### src/rtl/ldr_pkg.sv
// package: widths, positions and carrier types of the data registers
package ldr_pkg;
    localparam int WORD_W = 16;
    localparam int MSB_POS = 15;
    localparam int LSB_POS = 0;
    localparam int MID_W = 14;
    localparam int NUM_SCRATCH = 3;
    localparam int CLK_MHZ = 50;
    // documented processor rate; transfers are paced by an enable at this rate
    localparam int PROC_MHZ = 1;
    localparam int PROC_DIV = CLK_MHZ / PROC_MHZ;
    localparam logic [15:0] WORD_RESET = 16'h0000;

    typedef logic [WORD_W-1:0] ldr_word_t;

    // source choice for the input interface register
    typedef enum logic [1:0] {
        LDR_IN_NONE,
        LDR_IN_MEMORY,
        LDR_IN_PORT,
        LDR_IN_BUFFER
    } ldr_in_sel_t;

    // treatment of one field of the secondary operand
    typedef enum logic [1:0] {
        LDR_FLD_PASS,
        LDR_FLD_ZERO,
        LDR_FLD_ONE,
        LDR_FLD_INVERT
    } ldr_fld_op_t;

    typedef struct packed {
        logic [NUM_SCRATCH-1:0] scratch_load;
        logic [1:0] primary_sel;
        ldr_in_sel_t in_sel;
        logic in_from_adder;
        logic buffer_load;
        ldr_fld_op_t lsb_op;
        ldr_fld_op_t msb_op;
        ldr_fld_op_t mid_op;
    } ldr_nano_t;
endpackage

### src/rtl/ldr_data_regs.sv
// file: logic unit data registers: scratch, input interface, write buffer
// Notes on behaviour
// RL1 - three 16-bit scratch regs, any mix loaded at once from shift matrix
// RL2 - nanocode picks one scratch register as the adder primary operand
// RL3 - input interface register captures words from memory and device ports
// RL4 - input interface register feeds only the adder secondary operand
// RL5 - input interface register can also hold selected adder results
// RL6 - nanocode acts separately on lsb, msb and 14 middle bits
// RL7 - 16-bit write buffer loads only from the shift matrix output
// RL8 - write buffer drives memory data, port data and input register load
// RL9 - all transfers are timed by one processor clock at 1 MHz
// RL10 - adder result goes to shift matrix; to input register on request only
// RL11 - shift matrix output loads scratch, input and write buffer registers; here it loads only scratch and write buffer
// RL12 - a register holds its value whenever its load select is low
`timescale 1ns/100ps
module ldr_data_regs (
    input wire logic clk,
    input wire logic reset,
    input wire ldr_pkg::ldr_nano_t nano,
    input wire ldr_pkg::ldr_word_t shift_matrix_out,
    input wire ldr_pkg::ldr_word_t adder_result,
    input wire ldr_pkg::ldr_word_t data_program_memory_data,
    input wire ldr_pkg::ldr_word_t device_port_data,
    output ldr_pkg::ldr_word_t adder_primary,
    output ldr_pkg::ldr_word_t adder_secondary,
    output ldr_pkg::ldr_word_t shift_matrix_in,
    output ldr_pkg::ldr_word_t memory_write_data,
    output ldr_pkg::ldr_word_t device_port_write_data,
    output logic proc_tick
);
    ldr_pkg::ldr_word_t scratch_q [ldr_pkg::NUM_SCRATCH];
    ldr_pkg::ldr_word_t in_reg_q;
    ldr_pkg::ldr_word_t in_reg_d;
    ldr_pkg::ldr_word_t write_buffer_q;
    ldr_pkg::ldr_word_t primary_d;
    logic tick;

    // one system clock; processor-rate transfers use this enable
    ldr_rate_div u_div (
        .clk(clk),
        .reset(reset),
        .tick(tick)
    ); // see RL9
    assign proc_tick = tick;

    function automatic logic apply_bit(input ldr_pkg::ldr_fld_op_t op,
                                       input logic b);
        case (op)
            ldr_pkg::LDR_FLD_PASS: apply_bit = b;
            ldr_pkg::LDR_FLD_ZERO: apply_bit = 1'b0;
            ldr_pkg::LDR_FLD_ONE: apply_bit = 1'b1;
            ldr_pkg::LDR_FLD_INVERT: apply_bit = ~b;
            default: apply_bit = b;
        endcase
    endfunction

    // scratch registers load in any combination from the shift matrix
    genvar i;
    for (i = 0; i < ldr_pkg::NUM_SCRATCH; i++) begin : g_scratch
        always_ff @(posedge clk or posedge reset) begin
            if (reset) begin
                scratch_q[i] <= ldr_pkg::WORD_RESET;
            end else if (tick && nano.scratch_load[i]) begin
                scratch_q[i] <= shift_matrix_out; // see RL1 see RL11
            end // see RL12
        end
    end

    // out-of-range primary select gives zero rather than a stale register
    always_comb begin
        primary_d = ldr_pkg::WORD_RESET;
        if (nano.primary_sel < 2'(ldr_pkg::NUM_SCRATCH)) begin
            primary_d = scratch_q[nano.primary_sel]; // see RL2
        end
    end
    assign adder_primary = primary_d;

    // adder result request outranks the other sources
    always_comb begin
        in_reg_d = in_reg_q; // see RL12
        if (nano.in_from_adder) begin
            in_reg_d = adder_result; // see RL5 see RL10
        end else begin
            case (nano.in_sel)
                ldr_pkg::LDR_IN_MEMORY: in_reg_d = data_program_memory_data;
                ldr_pkg::LDR_IN_PORT: in_reg_d = device_port_data; // see RL3
                ldr_pkg::LDR_IN_BUFFER: in_reg_d = write_buffer_q; // see RL8
                default: in_reg_d = in_reg_q;
            endcase
        end
    end

    always_ff @(posedge clk or posedge reset) begin
        if (reset) begin
            in_reg_q <= ldr_pkg::WORD_RESET;
        end else if (tick) begin
            in_reg_q <= in_reg_d;
        end
    end

    always_ff @(posedge clk or posedge reset) begin
        if (reset) begin
            write_buffer_q <= ldr_pkg::WORD_RESET;
        end else if (tick && nano.buffer_load) begin
            write_buffer_q <= shift_matrix_out; // see RL7 see RL11
        end
    end

    // input register reaches nothing but the secondary operand; each bit
    // takes the op of its own field so lsb, msb and middle stay apart
    genvar j;
    for (j = 0; j < ldr_pkg::WORD_W; j++) begin : g_field // see RL4
        if (j == ldr_pkg::LSB_POS) begin : g_lsb // see RL6
            assign adder_secondary[j] = apply_bit(nano.lsb_op, in_reg_q[j]);
        end else if (j == ldr_pkg::MSB_POS) begin : g_msb
            assign adder_secondary[j] = apply_bit(nano.msb_op, in_reg_q[j]);
        end else begin : g_mid
            assign adder_secondary[j] = apply_bit(nano.mid_op, in_reg_q[j]);
        end
    end

    assign shift_matrix_in = adder_result; // see RL10
    assign memory_write_data = write_buffer_q; // see RL8
    assign device_port_write_data = write_buffer_q;

    scratch_hold_a: assert property (@(posedge clk) disable iff (reset)
        !(tick && nano.scratch_load[0]) |=> $stable(scratch_q[0]))
        else $error("scratch one changed without load"); // see RL12
    scratch_two_hold_a: assert property (@(posedge clk) disable iff (reset)
        !(tick && nano.scratch_load[1]) |=> $stable(scratch_q[1]))
        else $error("scratch two changed without load"); // see RL12
    scratch_three_hold_a: assert property (@(posedge clk) disable iff (reset)
        !(tick && nano.scratch_load[2]) |=> $stable(scratch_q[2]))
        else $error("scratch three changed without load"); // see RL12
    scratch_one_load_a: assert property (@(posedge clk) disable iff (reset)
        tick && nano.scratch_load[0]
        |=> scratch_q[0] == $past(shift_matrix_out))
        else $error("scratch one missed load"); // see RL11
    scratch_two_load_a: assert property (@(posedge clk) disable iff (reset)
        tick && nano.scratch_load[1]
        |=> scratch_q[1] == $past(shift_matrix_out))
        else $error("scratch two missed load"); // see RL1
    scratch_load_a: assert property (@(posedge clk) disable iff (reset)
        tick && nano.scratch_load[2]
        |=> scratch_q[2] == $past(shift_matrix_out))
        else $error("scratch three missed load"); // see RL1

    primary_first_a: assert property (@(posedge clk) disable iff (reset)
        nano.primary_sel == 2'h0 |-> adder_primary == scratch_q[0])
        else $error("primary operand not scratch one"); // see RL2
    primary_sel_a: assert property (@(posedge clk) disable iff (reset)
        nano.primary_sel == 2'h1 |-> adder_primary == scratch_q[1])
        else $error("primary operand wrong"); // see RL2
    primary_third_a: assert property (@(posedge clk) disable iff (reset)
        nano.primary_sel == 2'h2 |-> adder_primary == scratch_q[2])
        else $error("primary operand not scratch three"); // see RL2
    primary_zero_a: assert property (@(posedge clk) disable iff (reset)
        nano.primary_sel == 2'h3 |-> adder_primary == ldr_pkg::WORD_RESET)
        else $error("unused primary select not zero"); // see RL2

    buffer_load_a: assert property (@(posedge clk) disable iff (reset)
        tick && nano.buffer_load
        |=> memory_write_data == $past(shift_matrix_out))
        else $error("write buffer missed load"); // see RL7
    buffer_hold_a: assert property (@(posedge clk) disable iff (reset)
        !(tick && nano.buffer_load) |=> $stable(write_buffer_q))
        else $error("write buffer changed without load"); // see RL12
    memory_capture_a: assert property (@(posedge clk) disable iff (reset)
        tick && !nano.in_from_adder && nano.in_sel == ldr_pkg::LDR_IN_MEMORY
        |=> in_reg_q == $past(data_program_memory_data))
        else $error("memory word not captured"); // see RL3
    in_idle_hold_a: assert property (@(posedge clk) disable iff (reset)
        tick && !nano.in_from_adder && nano.in_sel == ldr_pkg::LDR_IN_NONE
        |=> $stable(in_reg_q))
        else $error("input register changed without load"); // see RL10
    adder_capture_a: assert property (@(posedge clk) disable iff (reset)
        tick && nano.in_from_adder |=> in_reg_q == $past(adder_result))
        else $error("adder result not captured"); // see RL5
    port_capture_a: assert property (@(posedge clk) disable iff (reset)
        tick && !nano.in_from_adder && nano.in_sel == ldr_pkg::LDR_IN_PORT
        |=> in_reg_q == $past(device_port_data))
        else $error("port word not captured"); // see RL3
    buffer_route_a: assert property (@(posedge clk) disable iff (reset)
        tick && !nano.in_from_adder && nano.in_sel == ldr_pkg::LDR_IN_BUFFER
        |=> in_reg_q == $past(device_port_write_data))
        else $error("buffer not routed to input register"); // see RL8
    in_hold_a: assert property (@(posedge clk) disable iff (reset)
        !tick |=> $stable(in_reg_q))
        else $error("input register moved off tick"); // see RL9
    field_ops_a: assert property (@(posedge clk) disable iff (reset)
        nano.msb_op == ldr_pkg::LDR_FLD_INVERT && nano.lsb_op ==
        ldr_pkg::LDR_FLD_ZERO && nano.mid_op == ldr_pkg::LDR_FLD_PASS
        |-> adder_secondary == {~in_reg_q[15], in_reg_q[14:1], 1'b0})
        else $error("field manipulation wrong"); // see RL6
    tick_period_a: assert property (@(posedge clk) disable iff (reset)
        tick |=> !tick [*8])
        else $error("processor tick too frequent"); // see RL9
    tick_rate_a: assert property (@(posedge clk) disable iff (reset)
        tick |-> ##50 tick)
        else $error("processor tick period wrong"); // see RL9

    pass_fields_a: assert property (@(posedge clk) disable iff (reset)
        nano.lsb_op == ldr_pkg::LDR_FLD_PASS
        && nano.msb_op == ldr_pkg::LDR_FLD_PASS
        && nano.mid_op == ldr_pkg::LDR_FLD_PASS
        |-> adder_secondary == in_reg_q)
        else $error("secondary operand not the input register"); // see RL4
    lsb_one_a: assert property (@(posedge clk) disable iff (reset)
        nano.lsb_op == ldr_pkg::LDR_FLD_ONE |-> adder_secondary[0] == 1'h1)
        else $error("lsb not forced to one"); // see RL6
    lsb_invert_a: assert property (@(posedge clk) disable iff (reset)
        nano.lsb_op == ldr_pkg::LDR_FLD_INVERT
        |-> adder_secondary[0] == ~in_reg_q[0])
        else $error("lsb not inverted"); // see RL6
    msb_one_a: assert property (@(posedge clk) disable iff (reset)
        nano.msb_op == ldr_pkg::LDR_FLD_ONE |-> adder_secondary[15] == 1'h1)
        else $error("msb not forced to one"); // see RL6
    msb_zero_a: assert property (@(posedge clk) disable iff (reset)
        nano.msb_op == ldr_pkg::LDR_FLD_ZERO |-> adder_secondary[15] == 1'h0)
        else $error("msb not forced to zero"); // see RL6
    mid_zero_a: assert property (@(posedge clk) disable iff (reset)
        nano.mid_op == ldr_pkg::LDR_FLD_ZERO
        |-> adder_secondary[14:1] == 14'h0000)
        else $error("middle bits not forced to zero"); // see RL6
    mid_invert_a: assert property (@(posedge clk) disable iff (reset)
        nano.mid_op == ldr_pkg::LDR_FLD_INVERT
        |-> adder_secondary[14:1] == ~in_reg_q[14:1])
        else $error("middle bits not inverted"); // see RL6
endmodule

### src/rtl/ldr_rate_div.sv
// file: divider giving a one-cycle enable at the processor rate
`timescale 1ns/100ps
module ldr_rate_div (
    input wire logic clk,
    input wire logic reset,
    output logic tick
);
    logic [5:0] count_q;

    always_ff @(posedge clk or posedge reset) begin
        if (reset) begin
            count_q <= 6'h00;
        end else if (count_q == 6'(ldr_pkg::PROC_DIV - 1)) begin
            count_q <= 6'h00;
        end else begin
            count_q <= count_q + 6'h01;
        end
    end

    assign tick = (count_q == 6'(ldr_pkg::PROC_DIV - 1));
endmodule

### config.mk
export PLATFORM = sky130hd
export DESIGN_NAME = ldr_data_regs
export DESIGN_NICKNAME = d
export VERILOG_FILES = /design/src/rtl/ldr_pkg.sv /design/src/rtl/ldr_data_regs.sv /design/src/rtl/ldr_rate_div.sv
export SDC_FILE = /design/constraint.sdc
export NUM_CORES = 1
export LEC_CHECK = 0
export BUFFER_PORTS_ARGS = -buffer_cell sky130_fd_sc_hd__buf_2
export CAP_MARGIN = 20
export CELL_PAD_IN_SITES_DETAIL_PLACEMENT = 0
export CELL_PAD_IN_SITES_GLOBAL_PLACEMENT = 1
export CORE_MARGIN = 4
export CORE_UTILIZATION = 39
export DETAILED_ROUTE_END_ITERATION = 8
export GPL_TIMING_DRIVEN = 0
export PLACE_DENSITY_LB_ADDON = 0.08
export SLEW_MARGIN = 40
export SYNTH_ARGS = -nofsm -noshare
export SYNTH_HDL_FRONTEND = slang
export SYNTH_SLANG_ARGS = --single-unit
### constraint.sdc
create_clock -name clk -period 2.75 [get_ports clk]
set_input_delay 0.275 -clock clk [delete_from_list [all_inputs] [get_ports clk]]
set_output_delay 0.275 -clock clk [all_outputs]
set_load 0.1 [all_outputs]
# == After elaboration in Yosys (flattened, before gate mapping) ==
# Cells that the tools add are included.
# word_totals
reg_bits,86
input_bits,81
output_inout_bits,81
word_cells,71
# op_classes
mux,23
add_sub_neg,1
n_bitwise,17
n_reduce_logical,9
magnitude_cmp,2
n_eq_ne,13
# op_table
cell,n
16-bit 2-to-1 mux,4
1-bit case mux with 4 select lines,16
16-bit case mux with 3 select lines,1
16-bit binary-select mux with 2-bit select,1
"2-bit equality test, second input constant",8
1-bit NOT,16
"2-bit by 1-bit equality test with 1-bit output, second input constant",4
"6-bit by 1-bit adder with 6-bit output, second input constant",1
"6-bit equality test, second input constant",1
2-bit logical NOT,3
6-bit 2-to-1 mux,1
1-bit logical AND,4
4-bit nonzero test,1
"3-bit >= comparator, second input constant",1
2-bit NOT with 3-bit output,1
"2-bit < comparator, second input constant",1
2-bit AND reduction,1

# == Depth between registers and ports, before layout ==
# Gate-level depths: netlist (run 1).
# logic_depth
ltp_word,5
ltp_mapped,7
ltp_nobuf,5

# == Hierarchy ==
# Synthesis (run 1) repeated with hierarchy kept, for this count alone.
# hier_totals
hier_cells,410
area_unflattened_um2,4476.8
# by_module_without_submodules
module,seq_area_each_um2,n_inst,area_each_um2,cells_per_inst
ldr_data_regs,2001.9,1,4186.5,384
ldr_rate_div,150.1,1,290.3,26

# == Worst setup path after synthesis (run 1) ==
# No wires, ideal clock.
# synth_timing
path_kind,input -> output
startpoint,input nano[11] (netlist name)
endpoint,output adder_primary[10]
n_path_buf,2
slack_ns,-0.487
t_arrival_ns,2.962
stages,4
required_ns,2.475
path_cell_list,buf_2 buf_2 mux2i_1 o21ai_0
# synth_via
elab_chain_len,5
elab_cells_between_ends,6
classes_between,order compare (1); mux (4); bitwise (1)
# synth_lines
element,line,text
start: declaration,ldr_data_regs.sv:19,"input wire ldr_pkg::ldr_nano_t nano,"
2-bit NOT with 3-bit output (implied by the code),ldr_data_regs.sv:73,primary_d = scratch_q[nano.primary_sel];
16-bit binary-select mux with 2-bit select,ldr_data_regs.sv:73,
16-bit 2-to-1 mux (implied by the code) (2 in a row),ldr_data_regs.sv:73,
16-bit 2-to-1 mux *,ldr_data_regs.sv:72,if (nano.primary_sel < 2'(ldr_pkg::NUM_SCRATCH)) begin
end: declaration,ldr_data_regs.sv:24,"output ldr_pkg::ldr_word_t adder_primary,"
# Mark *: on every way between the ends. The rest lies on a longest branch, timed or not. The select of a mux whose other input is x is not followed.

# == Final worst setup path (run 1) ==
# layout_timing
startpoint,register u_div.count_q[1]
endpoint,output proc_tick
# layout_via
elab_chain_len,1
# layout_lines
element,line,text
start: declaration,ldr_rate_div.sv:8,logic [5:0] count_q;
start signal: assignment,ldr_rate_div.sv:16,count_q <= count_q + 6'h01;
6-bit equality test,ldr_rate_div.sv:20,assign tick = (count_q == 6'(ldr_pkg::PROC_DIV - 1));
end: declaration,ldr_data_regs.sv:29,output logic proc_tick
# Every way passes these cells.

==> results of run 1 <==
## worst max-delay path, cell delays in order (launching register included)
cell and delay, ns:
dfrtp_1 0.40, inv_1 0.06, ha_1 0.13, and4bb_2 0.27, buf_6 0.17, and2_1 0.15
buf_2 0.23, buf_2 0.47
## synth_stat cells
| master | n |
|---|---|
| xnor2_1 | 2 |
| a31oi_1 | 28 |
| nor2_1 | 19 |
| nand3_2 | 1 |
| inv_1 | 4 |
| buf_6 | 4 |
| mux2_2 | 44 |
| buf_2 | 12 |
| or3_1 | 2 |
| a222oi_1 | 15 |
| and2_1 | 1 |
| and4bb_2 | 1 |
| xor2_1 | 1 |
| mux2i_1 | 18 |
| nor3b_1 | 1 |
| o21ai_0 | 18 |
| ha_1 | 2 |
| a21oi_1 | 15 |
| nand3_1 | 3 |
| dfrtp_1 | 86 |
| buf_4 | 32 |
| mux2_1 | 7 |
| nand3_4 | 3 |
| mux2_4 | 30 |
| clkbuf_1 | 11 |
| a221o_1 | 1 |
| nor2b_1 | 2 |
| nand2_1 | 18 |
## routing by layer
metal	track usage [%]	part of all wire (%)	up-vias
met5	0	0	-
met4	3.71	0.48	0
met3	4.87	8.0	4
met2	30.1	49	140
met1	26.5	43	1787
li1	-	-	1716
## per-stage QoR
step                hold slack, ns  setup WS, ns  utilization, %
finish                       0.219         0.243            51.1
global placement             0.483        -0.863            48.4
detailed placement           0.327         0.365            48.6
CTS                          0.211         0.215            51.1
floorplan                    0.407        0.0183               -
global route                 0.213         0.113            51.1
## power breakdown
part	switching, uW	internal [uW]	leakage [uW]	total, uW
combinational	363	199	0.00182	561
sequential	0	1270	0.00120	1270
clock	510	613	0.000132	1120
total	873	2090	0.00315	2960
## sequential cells by signal (all words and copies together) (netlist names)
signal,cells
scratch_q,48
in_reg_q,16
device_port_write_data,16
u_div.count_q,6
## cells by family (layout without fill, tap and decap cells)
family                   count (synthesis)  count (layout)
multiplexers                            99              99
flip-flops                              86              86
AO/OA/AOI/OAI                           77              77
buffers and inverters                   63             240
AND/OR/NAND/NOR                         51              51
XOR/XNOR                                 3               3
adder cells (fa/ha/maj)                  2               2
## worst paths after layout
path                                       from                         end  cells after the start
setup / recovery               u_div.count_q[1]                   proc_tick                      7
hold / removal             shift_matrix_out[11]  device_port_write_data[11]                      2
setup reg to reg               u_div.count_q[0]               scratch_q[14]                      6
hold reg to reg                u_div.count_q[0]            u_div.count_q[0]                      1
max in group asynchronous                 reset               scratch_q[25]                      4
min in group asynchronous                 reset                 in_reg_q[4]                      3
## layout make-up
cell class / count / area [um2]
sequential: 86 / 2150
tap: 143 / 179
buffer: 59 / 387
fill: 1074 / 5610
timing repair buffer: 161 / 826
clock inverter: 7 / 47.5
multi-input combinational: 232 / 2020
clock buffer: 9 / 225
inverter: 4 / 20.0
==> out/metrics.cfg, run 1 <==
[cells_and_area]
layout.nets = 636
final_cell_mix = buf_2, dfrtp_1, mux2_2, buf_4, mux2_4
area_delta_synth_final_pct = 28.0
drive_gt1_share_pct = 54.5
final_cells = 701
num_antenna_cells = 0
stdcell_area_um2 = 5860
final_common_cell = buf_2

[floorplan]
dieArea_um2 = 13500
design.core.area_um2 = 11500
dieWidth_um = 116
start_util_pct = 39.9
ios = 162
die-height_um = 116
row_count = 39

[grt]
gr-usage-all-layers_pct = 19.0
grt_max_degree = 48
grt_pass1_vias = 3634
grt_overflow = 0
grt_pass1_wl_um = 19600
antenna_found_initial = 0

[critical_path]
cp.required_ns = 2.48
crit_fanout = 10
critPathArrivalTime_ns = 2.23
critical_path_class = register to primary output
rrSetupSlack_ns = 0.91
end_kind = primary output
critPathLaunchType = register

[place]
placed_cells = 684
placed_area_um2 = 5580
gp_congestion = 0.769
portBuffers = 159
dp_hpwl_um = 9340

[route]
wire_per_inst_um = 18.0
vias = 3647
avgViaCountPerCell = 5.20
antenna_left = 0
first_iter_violations = 283
first_pass_iters = 6
drt-total-wl_um = 12600
post-route-drc-count = 0

[run_status]
status = complete, no violations

[timing]
finalMaxSlewViolations = 0
setup_viol = 0
max_freq_mhz = 399
clock_skew_ns = 0.00628
min_period_ns = 2.51
hold_viol = 0
min_period_over_period_pct = 91.2
rsz0062_at_grt = false
worst_slew_pin_slew_ns = 0.550
fin_tns_setup_ns = 0
maxSlewHeadroom_pct = 63.3

[synthesis]
synth_area_per_cell_um2 = 12.0
syn_area_um2 = 4580
synth_top_family_by_area = multiplexers
synth-compound-area-share_pct = 10.9
yosysSeqAreaShare_pct = 47.0
synth.net_count = 464
synthMuxAreaShare_pct = 26.3
yosysWarningCount = 0
ys_ff_latch = 86
ys_types = 28
netlist.area_leader.share_pct = 47.0
synth-simple-area-share_pct = 5.85
synth_xor_xnor_area_share_pct = 0.574
synth_area_leaders = dfrtp_1, mux2_2, mux2_4, buf_4, mux2i_1
synthAdderAreaFrac_pct = 0.547
synth_cells = 381
synth_top_area_cell = dfrtp_1

[clock_tree]
cts_setup_buffers = 0
cts_tree = done
postCtsResizedCells = 0
clock_sinks = 86
clock_latency_ns = 0.34
path_clk_slew_ns = 0.07
cts_hold_buf = 1
cts_root_buffer = clkbuf_16
htreeDepth = 3
cts_made_buffers = 9
cts_buffer_depth = 2

[flow_run]
max-cap-violations = 0

[power_and_ir_drop]
power_density_nw_per_um2 = 505
p_leak_uw = 0.00315
irDropWorstVdd_v = 0.000292
total_power_uw = 2960

[worst_hold_path]
min_path_type = input pin to register

No activity file was read; power rests on OpenSTA's default activity.
==> inputs of run 2 (changes only) <==
--- a/config.mk
+++ b/config.mk
@@ -10,7 +10,8 @@
 export CELL_PAD_IN_SITES_DETAIL_PLACEMENT = 0
 export CELL_PAD_IN_SITES_GLOBAL_PLACEMENT = 1
 export CORE_MARGIN = 4
-export CORE_UTILIZATION = 39
+export CORE_UTILIZATION = 40
+export CTS_BUF_LIST = sky130_fd_sc_hd__clkbuf_8
 export DETAILED_ROUTE_END_ITERATION = 8
 export GPL_TIMING_DRIVEN = 0
 export PLACE_DENSITY_LB_ADDON = 0.08
==> run 2 against run 1 <==
Net effect:
- count of clock-buffer cells in the layout unchanged
- setup slack got worse by 0.033 ns
- final cell count decreased by 0.43%
- flip-flop and latch count unchanged
- critical path depth unchanged
- total power decreased by 7.7%
- clock power decreased by 20%
- largest power group unchanged
==> out/metrics.cfg, run 2 (same netlist as run 1, synthesis figures left out) <==
[route]
routed.top_layer = met4  ; unchanged
post-route-drc-count = 0  ; unchanged
first_pass_iters = 6  ; unchanged
first_iter_violations = 237  ; was 283
vias = 3674  ; was 3647
avgViaCountPerCell = 5.26  ; was 5.20
wl_met1_um = 5280  ; was 5420 um
wl_met2_um = 5890  ; was 6110 um
routed-wl-met3_um = 971  ; was 1010 um
antenna_left = 0  ; unchanged
drt-total-wl_um = 12300  ; was 12600 um
wire_per_inst_um = 17.6  ; was 18.0 um

[run_status]
status = complete, no violations  ; unchanged

[timing]
min_period_ns = 2.54  ; was 2.51 ns
maxSlewHeadroom_pct = 64.8  ; was 63.3%
worst_slew_pin_slew_ns = 0.528  ; was 0.550 ns
clock_skew_ns = 0.0125  ; was 0.00628 ns
rsz0062_at_grt = false  ; unchanged
setup_ws_ns = 0.210  ; was 0.243 ns
finalMaxSlewViolations = 0  ; unchanged
max_freq_mhz = 394  ; was 399 MHz
setup_viol = 0  ; unchanged
min_period_over_period_pct = 92.4  ; was 91.2%
hold_viol = 0  ; unchanged

[floorplan]
design.core.area_um2 = 11000  ; was 11500 um2
row_count = 38  ; was 39
die-height_um = 115  ; was 116 um
dieWidth_um = 115  ; was 116 um
ios = 162  ; unchanged
dieArea_um2 = 13200  ; was 13500 um2
start_util_pct = 41.5  ; was 39.9%

[place]
portBuffers = 159  ; unchanged
placed_cells = 681  ; was 684
pre_cts_ws_ns = 0.374  ; was 0.365 ns
gp_congestion = 0.800  ; was 0.769
dp_hpwl_um = 9290  ; was 9340 um

[critical_path]
crit_start = u_div.count_q[1]  ; unchanged
cp_slowest_cell = buf_2  ; unchanged
r2r_cells = 7  ; was 6
worstPathBufferInverterCount = 4  ; unchanged
crit_chain = inv_1 -> ha_1 -> and4bb_2 -> buf_6 -> and2_1 -> buf_2 -> buf_2  ; unchanged
cp.depth = 7  ; unchanged
critical_path_class = register to primary output  ; unchanged
critPathLaunchType = register  ; unchanged
cp.required_ns = 2.48  ; about the same
r2r-start = u_div.count_q[1]  ; was u_div.count_q[0]
crit_fanout = 10  ; unchanged
critPathArrivalTime_ns = 2.26  ; was 2.23 ns
r2r-end = scratch_q[41]  ; was scratch_q[14]
crit_top_cell = buf_2  ; unchanged
end_kind = primary output  ; unchanged
cp_slowest_stage_delay_ns = 0.47  ; about the same
rrSetupSlack_ns = 0.92  ; was 0.91 ns
critPathCapture = proc_tick  ; unchanged
cp_top_family = buffers and inverters  ; unchanged

[power_and_ir_drop]
switching_share_pct = 30.5  ; was 29.5%
p_clk_share_pct = 32.9  ; was 38.0%
p_sw_uw = 833  ; was 873 uW
seqPwrFrac_pct = 46.6  ; was 43.0%
p_comb_share_pct = 20.5  ; was 19.0%
cell_internal_pwr_uw = 1900  ; was 2090 uW
p_leak_uw = 0.00312  ; was 0.00315 uW
power_density_nw_per_um2 = 472  ; was 505 nW/um2
total_power_uw = 2730  ; was 2960 uW
irDropWorstVdd_v = 0.000240  ; was 0.000292 V

[cells_and_area]
final_cell_mix = buf_2, dfrtp_1, mux2_2, buf_4, mux2_4  ; unchanged
layout.nets = 636  ; unchanged
fin_util_pct = 52.5  ; was 51.1%
final_common_cell = buf_2  ; unchanged
n_fill_cell = 1020  ; was 1074
drive_gt1_share_pct = 54.3  ; was 54.5%
num_antenna_cells = 0  ; unchanged
area_delta_synth_final_pct = 26.5  ; was 28.0%
final_cells = 698  ; was 701
top_register = scratch_q  ; unchanged
largest_reg_flops = 48  ; unchanged

[clock_tree]
cts_root_buffer = clkbuf_8  ; was clkbuf_16
htreeDepth = 3  ; unchanged
cts_made_buffers = 9  ; unchanged
clock_latency_ns = 0.35  ; was 0.34 ns
cts_tree = done  ; unchanged
path_clk_slew_ns = 0.09  ; was 0.07 ns
postCtsResizedCells = 0  ; unchanged
cts_buffer_depth = 2  ; unchanged
cts_setup_buffers = 0  ; unchanged
clock_sinks = 86  ; unchanged

[grt]
grt_pass1_wl_um = 19200  ; was 19600 um
antenna_found_initial = 0  ; unchanged
grt_max_degree = 47  ; was 48
gr-usage-all-layers_pct = 18.4  ; was 19.0%
grt_pass1_vias = 3747  ; was 3634
grt_overflow = 0  ; unchanged

[flow_run]
max-cap-violations = 0  ; unchanged

[worst_hold_path]
min_path_type = input pin to register  ; unchanged
hp-start = shift_matrix_out[2]  ; was shift_matrix_out[11]

[run 2: cell count changes in the layout (fill, tap and decap cells not counted), sizes merged]
| cell | change |
|---|---|
| clkinv | -2 |
| bufinv | +1 |
| inv | +1 |
[run 2: routing by layer]
| metal | up-vias | GRT usage, % |
|---|---|---|
| li1 | 1709 | - |
| met1 | 1806 | 24.6 |
| met2 | 150 | 30.7 |
| met3 | 9 | 3.84 |
| met4 | 0 | 4.54 |
| met5 | - | 0 |
[run 2: per-stage QoR]
| stage | cell area [um2] | hold slack [ns] | setup TNS [ns] |
|---|---|---|---|
| final | 5790 | 0.201 | 0 |
| after global routing | 5790 | 0.192 | 0 |
| after CTS | 5790 | 0.183 | 0 |
| after detailed placement | 5580 | 0.313 | 0 |
| after global placement | 5550 | 0.481 | -69.19 |
| after floorplan | 4580 | 0.407 | 0 |
[run 2: how the worst min path moves through the flow]
stage	endpoint	slack (ns)	cells past startpoint
final	device_port_write_data[2]	0.20	2
after global routing	scratch_q[18]	0.19	2
after CTS	scratch_q[28]	0.18	2
after detailed placement	in_reg_q[4]	0.31	2
after global placement	u_div.count_q[0]	0.48	1
after floorplan	device_port_write_data[0]	0.41	1
[run 2: final cells by class]
class	instances	area, um2	area share [%]
Tap cell	140	175	3.03
Timing Repair Buffer	161	833	14.4
Multi-Input combinational cell	232	2020	35.0
Sequential cell	86	2150	37.2
Buffer	59	387	6.68
Clock buffer	9	124	2.14
Clock inverter	7	73.8	1.28
Inverter	4	20.0	0.346
[run 2: power groups by stage]
stage | combinational, uW | sequential [uW] | clock (uW)
CTS | 567 | 1270 | 931
global placement | 552 | 1300 | 0
global route | 599 | 1270 | 983
detailed placement | 565 | 1300 | 0
floorplan | 413 | 1300 | 0
finish | 561 | 1270 | 897
[run 2: what timing repair did]
action,4_1_cts,5_1_grt
endpoints found under the hold margin,40,0
hold buffers,1,0
setup endpoints to repair,0,0
